`src/core/csm_pkg.sv`:
```
// Purpose: Shared constants and types for the console and media ownership
//          handshake of the blade
// Assumes: 25 MHz system clock, classic Wishbone register slave
// Notes:   Selection bits travel as a packed pair, media above console
`default_nettype none

package csm_pkg;

   // Clock and timing
   localparam int unsigned CLOCK_HZ = 25_000_000;
   localparam int unsigned TICK_US = 1000;
   localparam int unsigned TICK_CYCLES = CLOCK_HZ / 1_000_000 * TICK_US;
   localparam int unsigned RELEASE_LIMIT_MS = 8000;
   localparam int unsigned HOLD_MARGIN_MS = 1000;
   localparam logic [12:0] HOLD_MAX_MS =
      13'(RELEASE_LIMIT_MS - HOLD_MARGIN_MS);

   // Register byte offsets
   localparam logic [7:0] CTRL_OFS = 8'h00;
   localparam logic [7:0] HOLD_OFS = 8'h04;
   localparam logic [7:0] STATUS_OFS = 8'h08;

   // Control fields and reset values
   localparam int unsigned CTRL_ENABLE_BIT = 0;
   localparam logic CTRL_ENABLE_RST = 1'b1;
   localparam logic [12:0] HOLD_RST = 13'h0000;

   // Status field positions
   localparam int unsigned STAT_OWN_LSB = 0;
   localparam int unsigned STAT_PATH_LSB = 2;
   localparam int unsigned STAT_WANT_LSB = 4;
   localparam int unsigned STAT_RPT_BIT = 6;
   localparam int unsigned STAT_HOLD_BIT = 7;

   // Report kinds carried in the report-type bit
   localparam logic RPT_REQUEST = 1'b0;
   localparam logic RPT_NOTICE = 1'b1;

   // Selection pair, one bit per shared resource
   typedef struct packed {
      logic media_tray_select_bit;
      logic console_select_bit;
   } csm_sel_type;

   // Outgoing blade selection report
   typedef struct packed {
      logic kind;
      csm_sel_type sel;
   } csm_report_type;

   // Report channel states
   typedef enum logic [1:0] {
      RPT_IDLE = 2'b01,
      RPT_SEND = 2'b10
   } csm_rpt_state_type;

endpackage : csm_pkg

`default_nettype wire

```
`src/core/csm_top.sv`:
```
// Purpose: Blade-side ownership of the shared console and media tray
// Assumes: Messages are framed elsewhere; commands and report answers arrive
//          as one-cycle strobes on this clock
//
// The address map and register access over Wishbone are this design's own decisions.
`default_nettype none

module csm_top
   import csm_pkg::*;
#(
   parameter int unsigned TICK_LEN = TICK_CYCLES
)(
   // Clock and reset
   input wire logic i_clock,
   input wire logic i_rst_n,
   // Wishbone slave
   input wire logic i_wb_cyc,
   input wire logic i_wb_stb,
   input wire logic i_wb_we,
   input wire logic [7:0] i_wb_adr,
   input wire logic [31:0] i_wb_dat,
   input wire logic [3:0] i_wb_sel,
   output logic [31:0] o_wb_dat,
   output logic o_wb_ack,
   // Front-panel buttons
   input wire logic i_console_button,
   input wire logic i_media_button,
   // Selection command from the manager
   input wire logic i_cmd_valid,
   input wire csm_sel_type i_cmd_sel,
   output logic o_cmd_resp,
   output csm_sel_type o_resp_sel,
   // Selection report to the manager
   output logic o_rpt_valid,
   output csm_report_type o_rpt,
   input wire logic i_rpt_ack,
   // Resource paths and indicators
   output logic o_console_enable,
   output logic o_media_enable,
   output logic o_console_led,
   output logic o_media_led
);

   // Registers
   logic ack_ff;
   logic [31:0] rdat_ff;
   logic enable_ff;
   logic [12:0] hold_ms_ff;
   csm_sel_type own_ff;
   csm_sel_type path_ff;
   csm_sel_type want_ff;
   csm_sel_type rel_mask_ff;
   logic rel_busy_ff;
   logic [12:0] rel_cnt_ff;
   logic rel_pend_ff;
   logic req_pend_ff;
   logic [15:0] tick_cnt_ff;
   logic tick_ff;
   csm_rpt_state_type state_ff;
   logic rpt_valid_ff;
   csm_report_type rpt_ff;
   logic cmd_resp_ff;
   csm_sel_type resp_sel_ff;

   // Next values and decode
   wire logic [1:0] press;
   wire logic wb_req;
   wire logic wb_wr;
   wire logic hit_ctrl;
   wire logic hit_hold;
   wire logic hit_stat;
   wire logic [12:0] wr_hold;
   wire logic [31:0] nxt_rdat;
   wire csm_sel_type grant;
   wire csm_sel_type desel;
   wire csm_sel_type new_press;
   wire logic release_now;
   wire logic launch_rel;
   wire logic launch_req;
   csm_sel_type nxt_own;
   csm_sel_type nxt_path;
   csm_sel_type nxt_want;
   csm_sel_type nxt_rel_mask;
   logic nxt_rel_busy;
   logic [12:0] nxt_rel_cnt;
   csm_rpt_state_type nxt_state;
   logic nxt_rpt_valid;
   csm_report_type nxt_rpt;

   // Button synchronisers
   csm_button_edge u_console_btn (
      .i_clock(i_clock),
      .i_rst_n(i_rst_n),
      .i_button(i_console_button),
      .o_press(press[0])
   );
   csm_button_edge u_media_btn (
      .i_clock(i_clock),
      .i_rst_n(i_rst_n),
      .i_button(i_media_button),
      .o_press(press[1])
   );

   // Bus decode; one wait state, writes land on the ack edge
   assign wb_req = i_wb_cyc & i_wb_stb & ~ack_ff;
   assign wb_wr = i_wb_cyc & i_wb_stb & i_wb_we & ack_ff;
   assign hit_ctrl = (i_wb_adr[7:2] == CTRL_OFS[7:2]);
   assign hit_hold = (i_wb_adr[7:2] == HOLD_OFS[7:2]);
   assign hit_stat = (i_wb_adr[7:2] == STATUS_OFS[7:2]);
   assign wr_hold = (i_wb_dat[12:0] > HOLD_MAX_MS) ? HOLD_MAX_MS :
                    i_wb_dat[12:0];
   assign nxt_rdat = hit_ctrl ? {31'h0000_0000, enable_ff} :
      hit_hold ? {19'h0_0000, hold_ms_ff} :
      hit_stat ? {24'h00_0000, rel_busy_ff, (state_ff == RPT_SEND),
                  want_ff, path_ff, own_ff} :
      32'h0000_0000;

   // Command decode: a one grants, a zero on an owned bit deselects
   assign grant = i_cmd_valid ? i_cmd_sel : 2'b00;
   assign desel = i_cmd_valid ? (own_ff & ~i_cmd_sel) : 2'b00;
   // Presses only count for resources not yet owned
   assign new_press = enable_ff ? (press & ~own_ff) : 2'b00;

   // Release falls due when the hold count runs out
   assign release_now = rel_busy_ff & (rel_cnt_ff == 13'h0000);
   // Notices go ahead of requests
   assign launch_rel = (state_ff == RPT_IDLE) & rel_pend_ff;
   assign launch_req = (state_ff == RPT_IDLE) & ~rel_pend_ff & req_pend_ff;

   // Ownership, path and want flags
   always_comb begin
      nxt_own = (own_ff | grant) & ~desel;
      nxt_path = path_ff | grant;
      if (release_now) begin
         nxt_path = nxt_path & ~rel_mask_ff;
      end
      nxt_want = (want_ff & ~grant) | new_press;
   end

   // Release hold timer, loaded by each deselect
   always_comb begin
      nxt_rel_mask = (rel_mask_ff & ~grant) | desel;
      nxt_rel_busy = rel_busy_ff;
      nxt_rel_cnt = rel_cnt_ff;
      if (release_now) begin
         nxt_rel_mask = desel;
         nxt_rel_busy = 1'b0;
      end else if (rel_busy_ff && tick_ff) begin
         nxt_rel_cnt = rel_cnt_ff - 13'h0001;
      end
      if (desel != 2'b00) begin
         nxt_rel_busy = 1'b1;
         nxt_rel_cnt = hold_ms_ff;
      end
   end

   // Report channel
   always_comb begin
      nxt_state = state_ff;
      nxt_rpt_valid = rpt_valid_ff;
      nxt_rpt = rpt_ff;
      case (state_ff)
         RPT_IDLE: begin
            if (launch_rel) begin
               nxt_rpt = '{kind: RPT_NOTICE, sel: path_ff};
               nxt_rpt_valid = 1'b1;
               nxt_state = RPT_SEND;
            end else if (launch_req) begin
               nxt_rpt = '{kind: RPT_REQUEST, sel: own_ff | want_ff};
               nxt_rpt_valid = 1'b1;
               nxt_state = RPT_SEND;
            end
         end
         RPT_SEND: begin
            if (i_rpt_ack) begin
               nxt_rpt_valid = 1'b0;
               nxt_state = RPT_IDLE;
            end
         end
         default: begin
            nxt_rpt_valid = 1'b0;
            nxt_state = RPT_IDLE;
         end
      endcase
   end

   // Bus registers
   always_ff @(posedge i_clock or negedge i_rst_n) begin
      if (!i_rst_n) begin
         ack_ff <= 1'b0;
         rdat_ff <= 32'h0000_0000;
         enable_ff <= CTRL_ENABLE_RST;
         hold_ms_ff <= HOLD_RST;
      end else begin
         ack_ff <= wb_req;
         rdat_ff <= wb_req ? nxt_rdat : 32'h0000_0000;
         if (wb_wr && hit_ctrl && i_wb_sel[0]) begin
            enable_ff <= i_wb_dat[CTRL_ENABLE_BIT];
         end
         if (wb_wr && hit_hold && (i_wb_sel[1:0] == 2'b11)) begin
            hold_ms_ff <= wr_hold;
         end
      end
   end

   // Millisecond tick divider
   always_ff @(posedge i_clock or negedge i_rst_n) begin
      if (!i_rst_n) begin
         tick_cnt_ff <= 16'h0000;
         tick_ff <= 1'b0;
      end else begin
         tick_ff <= (tick_cnt_ff == 16'(TICK_LEN - 1));
         tick_cnt_ff <= (tick_cnt_ff == 16'(TICK_LEN - 1)) ? 16'h0000 :
                        tick_cnt_ff + 16'h0001;
      end
   end

   // Ownership and release state
   always_ff @(posedge i_clock or negedge i_rst_n) begin
      if (!i_rst_n) begin
         own_ff <= 2'b00;
         path_ff <= 2'b00;
         want_ff <= 2'b00;
         rel_mask_ff <= 2'b00;
         rel_busy_ff <= 1'b0;
         rel_cnt_ff <= 13'h0000;
         rel_pend_ff <= 1'b0;
         req_pend_ff <= 1'b0;
      end else begin
         own_ff <= nxt_own;
         path_ff <= nxt_path;
         want_ff <= nxt_want;
         rel_mask_ff <= nxt_rel_mask;
         rel_busy_ff <= nxt_rel_busy;
         rel_cnt_ff <= nxt_rel_cnt;
         // A new event wins over the launch that clears it
         rel_pend_ff <= (rel_pend_ff & ~launch_rel) | release_now;
         req_pend_ff <= (req_pend_ff & ~launch_req) |
                        (new_press != 2'b00);
      end
   end

   // Report and command answer outputs
   always_ff @(posedge i_clock or negedge i_rst_n) begin
      if (!i_rst_n) begin
         state_ff <= RPT_IDLE;
         rpt_valid_ff <= 1'b0;
         rpt_ff <= '0;
         cmd_resp_ff <= 1'b0;
         resp_sel_ff <= 2'b00;
      end else begin
         state_ff <= nxt_state;
         rpt_valid_ff <= nxt_rpt_valid;
         rpt_ff <= nxt_rpt;
         cmd_resp_ff <= i_cmd_valid;
         resp_sel_ff <= i_cmd_valid ? nxt_own : resp_sel_ff;
      end
   end

   // Port drive
   assign o_wb_ack = ack_ff;
   assign o_wb_dat = rdat_ff;
   assign o_cmd_resp = cmd_resp_ff;
   assign o_resp_sel = resp_sel_ff;
   assign o_rpt_valid = rpt_valid_ff;
   assign o_rpt = rpt_ff;
   assign o_console_enable = path_ff.console_select_bit;
   assign o_media_enable = path_ff.media_tray_select_bit;
   assign o_console_led = own_ff.console_select_bit;
   assign o_media_led = own_ff.media_tray_select_bit;

   // Checks on the handshake
   property p_path_needs_grant;
      @(posedge i_clock) disable iff (!i_rst_n)
      $rose(path_ff.console_select_bit) |->
         $past(i_cmd_valid && i_cmd_sel.console_select_bit);
   endproperty
   a_path_needs_grant: assert property (p_path_needs_grant)
      else $error("console path opened without grant");

   property p_keep_until_deselect;
      @(posedge i_clock) disable iff (!i_rst_n)
      $fell(own_ff.media_tray_select_bit) |->
         $past(i_cmd_valid && !i_cmd_sel.media_tray_select_bit);
   endproperty
   a_keep_until_deselect: assert property (p_keep_until_deselect)
      else $error("media ownership dropped without deselect");

   property p_answer_first;
      @(posedge i_clock) disable iff (!i_rst_n)
      (desel != 2'b00) |=> o_cmd_resp &&
         ((path_ff & $past(desel)) == $past(desel));
   endproperty
   a_answer_first: assert property (p_answer_first)
      else $error("deselect not answered first");

   property p_led_off;
      @(posedge i_clock) disable iff (!i_rst_n)
      (i_cmd_valid && own_ff.console_select_bit &&
       !i_cmd_sel.console_select_bit) |=> !o_console_led;
   endproperty
   a_led_off: assert property (p_led_off)
      else $error("console indicator still lit after deselect");

   property p_led_gated;
      @(posedge i_clock) disable iff (!i_rst_n)
      (o_console_led |-> o_console_enable) and
      (o_media_led |-> o_media_enable);
   endproperty
   a_led_gated: assert property (p_led_gated)
      else $error("indicator lit without path");

   property p_report_full;
      @(posedge i_clock) disable iff (!i_rst_n)
      ($rose(o_rpt_valid) && o_rpt.kind == RPT_REQUEST) |->
         (o_rpt.sel & $past(own_ff)) == $past(own_ff) && o_rpt.sel != 2'b00;
   endproperty
   a_report_full: assert property (p_report_full)
      else $error("request report lost current holdings");

   property p_report_steady;
      @(posedge i_clock) disable iff (!i_rst_n)
      (o_rpt_valid && !i_rpt_ack) |=> o_rpt_valid && $stable(o_rpt);
   endproperty
   a_report_steady: assert property (p_report_steady)
      else $error("report changed before acknowledge");

   property p_notice_holdings;
      @(posedge i_clock) disable iff (!i_rst_n)
      ($rose(o_rpt_valid) && o_rpt.kind == RPT_NOTICE) |->
         o_rpt.sel == $past(path_ff);
   endproperty
   a_notice_holdings: assert property (p_notice_holdings)
      else $error("release notice does not show holdings");

   property p_hold_capped;
      @(posedge i_clock) disable iff (!i_rst_n)
      rel_busy_ff |-> rel_cnt_ff <= HOLD_MAX_MS;
   endproperty
   a_hold_capped: assert property (p_hold_capped)
      else $error("release hold exceeds cap");

   property p_owned_press_ignored;
      @(posedge i_clock) disable iff (!i_rst_n)
      $rose(want_ff.console_select_bit) |-> !$past(own_ff.console_select_bit);
   endproperty
   a_owned_press_ignored: assert property (p_owned_press_ignored)
      else $error("press for owned console was requested");

endmodule : csm_top

`default_nettype wire

```
`src/core/csm_button_edge.sv`:
```
// Purpose: Bring one front-panel button into the clock domain and flag presses
// Assumes: Button is a level from a pin, high while pressed
// Notes:   Emits a one-cycle pulse on each press
`default_nettype none

module csm_button_edge
   import csm_pkg::*;
(
   // Clock and reset
   input wire logic i_clock,
   input wire logic i_rst_n,
   // Button pin
   input wire logic i_button,
   // Press pulse
   output logic o_press
);

   logic meta_ff;
   logic sync_ff;
   logic last_ff;
   logic press_ff;
   logic nxt_press;

   // Rising edge of the settled level
   assign nxt_press = sync_ff & ~last_ff;
   assign o_press = press_ff;

   // Two-stage synchroniser, then edge memory
   always_ff @(posedge i_clock or negedge i_rst_n) begin
      if (!i_rst_n) begin
         meta_ff <= 1'b0;
         sync_ff <= 1'b0;
         last_ff <= 1'b0;
         press_ff <= 1'b0;
      end else begin
         meta_ff <= i_button;
         sync_ff <= meta_ff;
         last_ff <= sync_ff;
         press_ff <= nxt_press;
      end
   end

endmodule : csm_button_edge

`default_nettype wire

```
`config.mk`:
```
export PLATFORM = sky130hd
export DESIGN_NAME = csm_top
export DESIGN_NICKNAME = d
export VERILOG_FILES = /design/src/core/csm_pkg.sv /design/src/core/csm_top.sv /design/src/core/csm_button_edge.sv
export SDC_FILE = /design/constraint.sdc
export NUM_CORES = 1
export LEC_CHECK = 0
export BUFFER_PORTS_ARGS = -buffer_cell sky130_fd_sc_hd__buf_2
export CORE_MARGIN = 2
export CORE_UTILIZATION = 53
export DETAILED_ROUTE_END_ITERATION = 8
export PLACE_DENSITY = 0.79
export SYNTH_ARGS = -nofsm -noshare
export SYNTH_HDL_FRONTEND = slang
export SYNTH_HIERARCHICAL = 1
export SYNTH_SLANG_ARGS = --single-unit
```
`constraint.sdc`:
```
create_clock -name i_clock -period 2 [get_ports i_clock]
set_input_delay 0.5 -clock i_clock [delete_from_list [all_inputs] [get_ports i_clock]]
set_output_delay 0.5 -clock i_clock [all_outputs]
set_load 0.05 [all_outputs]
```
==> impl_metrics.toml <==
[logic_synthesis]
synthTopCellsByArea = "dfrtp_1, buf_4, nor2_1"
yosysUniqueCellTypes = 64
netlist_instances = 379
yosys.area.top_type = "dfrtp_1"
ys_seq_area_share_pct = 53.1
ys_warn_count = 6
synthArstFlopShare_pct = 100
syn_area_um2 = 4010
synth_seq_cells = 85
synth_ff_type = "dfrtp_1"
synth_edf_count = 0
syn_area_per_cell_um2 = 10.6
synthDominantCellAreaShare_pct = 51.7

[route]
via_per_inst = 5.53
drt_iter0_drc = 211
drtPass1Iterations = 4
route.vias.total = 3110
routedWlPerCell_um = 15.2
antenna_left = 0
drt-total-wl_um = 8550
drcViolationCount = 0

[pwr]
total_power_mw = 3.50
power_density_nw_per_um2 = 742
p_leak_nw = 2.27
ir_drop_v = 0.000740

[sta]
rsz0062_at_grt = "false"
min_period_ns = 1.85
worst_clock_skew_ns = 0.00635
worst_slack_ns = 0.152
setup_violations = 0
maxSlewViolCount = 0
holdWs_ns = 0.0785
hold_viol_final = 0
setup_tns_ns = 0
min_period_over_period_pct = 92.4
fmax_mhz = 541

[outcome]
status = "finished clean"

[setup_path]
worstSetupPathType = "reg2reg"
required_ns = 2.28
worstSetupEndpointType = "flip-flop"
start_kind = "flip-flop"
worst_r2r_startpoint = "rel_cnt_ff[0]"
r2r_end = "rel_cnt_ff[6]"
cp_max_fo = 3
cp.arrival_ns = 2.13
rr_worst_depth = 7
regToRegSetupSlack_ns = 0.15

[global_routing]
grt_util_all_layers_pct = 21.7
grt_overflow = 0
grt_pass1_vias = 3064
antenna_found_initial = 0
grt_start_max_net_pins = 32
grt_pass1_wl_um = 14400

[finish]
stdcell_count = 562
syn2layout_area_growth_pct = 17.5
diodes = 0
drive_above_1_share_pct = 24.6
nets = 516
nFillCells = 614

[clocking]
cts_root_buf = "clkbuf_8"
cts_max_level = 3
cts_buffer_depth = 2
clk_latency_ns = 0.35
path_clk_slew_ns = 0.09
cts_tree = "done"
cts_made_buffers = 9
clock-sinks = 85

[floorplan]
ios = 99
fp.dieW_um = 91.0
core_area_um2 = 7290
start_util_pct = 55.0
die_h_um = 91.0
placementRows = 31
die-area_um2 = 8290

[min_path]
min_path_type = "in2async"

[place]
dp_slack_ns = -0.0796
io_buffer_count = 56
place_inst = 546
dpl.hpwl_um = 6270
gp_congestion = 0.823

[flow_run]
max_cap_violations = 0
## registers in the layout, indices dropped and copies added, names as in the netlist, 2 cells and up
signal	flops
hold_ms_ff	13
o_wb_dat	13
rel_cnt_ff	13
o_resp_sel	2
o_rpt	3
tick_cnt_ff	16
want_ff	2
state_ff	2
rel_mask_ff	2
## cell usage after synthesis, types with 4 or more instances
library cell,number
nand4_1,6
o31ai_1,4
xor2_1,7
a31oi_1,18
clkbuf_1,4
a22oi_1,9
a22o_1,5
o21ai_0,11
or4_1,4
o21ai_1,8
nand2_1,27
and2_1,5
nor2b_1,6
a21oi_1,13
buf_4,21
dfrtp_1,83
nor3_1,6
or3_1,6
nand3_1,8
xnor2_1,7
inv_1,19
nor2_1,34
and3_1,7
## power by group
group	total, mW	switching, mW	internal [mW]
Combinational	0.410	0.285	0.125
Sequential	1.83	0.0575	1.77
Clock	1.26	0.636	0.622
Total	3.50	0.979	2.52
## per-stage QoR
step                cell area, µm²  util, %
floorplan                     4100        -
global placement              4500     61.8
detailed placement            4500     61.8
CTS                           4710     64.6
global route                  4720     64.7
finish                        4720     64.7
## kinds of logic (layout without fill, tap and decap cells)
logic type / count (synthesis) / count (layout) / synth area share, %
muxes: 5 / 5 / 1.37
xor gates and xnor gates: 14 / 14 / 3.05
other: 1 / 19 / 0.0934
buffers and inverters: 47 / 113 / 6.73
adders and majority gates: 3 / 3 / 0.935
and+or+nand+nor: 139 / 139 / 20.6
AOI/OAI and AO/OA: 85 / 85 / 14.2
DFF: 85 / 85 / 53.1
## what timing repair did
item                       CTS  global route
setup endpoints to repair    0             3
hold buffers                 0             0
gates resized for setup      0             1
buffers inserted             0             0
## layer usage
metal | vias up | GRT usage [%] | wire length, µm
li1 | 1476 | - | -
met1 | 1523 | 29.2 | 3690
met3 | 12 | 4.90 | 532
met4 | 0 | 8.84 | 148
met5 | - | 0 | 0
met2 | 99 | 34.0 | 4180
## worst max path at each step
stage                       start        endpoint
CTS                 rel_cnt_ff[0]   rel_cnt_ff[9]
global route        rel_cnt_ff[0]   rel_cnt_ff[6]
finish              rel_cnt_ff[0]   rel_cnt_ff[6]
detailed placement    i_wb_adr[5]       enable_ff
global placement      i_wb_adr[5]       enable_ff
floorplan             i_wb_adr[5]  hold_ms_ff[11]
## worst max-delay path, stage by stage (launching register included)
cell	delay, ns
dfrtp_1	0.39
inv_1	0.07
ha_1	0.22
nor4b_2	0.18
buf_4	0.14
a31oi_1	0.23
or3b_1	0.37
a31oi_1	0.16
## cell type report
| type | count | area (µm²) | share of cell area (%) |
|---|---|---|---|
| Clock buffer | 10 | 138 | 2.92 |
| Sequential cell | 85 | 2130 | 45.1 |
| Inverter | 19 | 71.3 | 1.51 |
| Tap cell | 99 | 124 | 2.63 |
| Clock inverter | 6 | 68.8 | 1.46 |
| Timing Repair Buffer | 78 | 485 | 10.3 |
| Multi-Input combinational cell | 265 | 1700 | 36.0 |
## layout by cell type (no fill, tap or decap), types with 7 or more instances in the layout
| master | synthesis | final |
|---|---|---|
| a21oi_1 | 13 | 13 |
| a22oi_1 | 9 | 9 |
| a31oi_1 | 18 | 18 |
| buf_2 | 0 | 55 |
| buf_4 | 21 | 20 |
| clkbuf_8 | 0 | 10 |
| conb_1 | 1 | 19 |
| dfrtp_1 | 83 | 83 |
| inv_1 | 19 | 19 |
| nand2_1 | 27 | 27 |
| nand3_1 | 8 | 8 |
| nor2_1 | 34 | 34 |
| o21ai_0 | 11 | 10 |
| o21ai_1 | 8 | 9 |
| xnor2_1 | 7 | 7 |
| xor2_1 | 7 | 7 |
No activity file was read; power rests on OpenSTA's default activity.
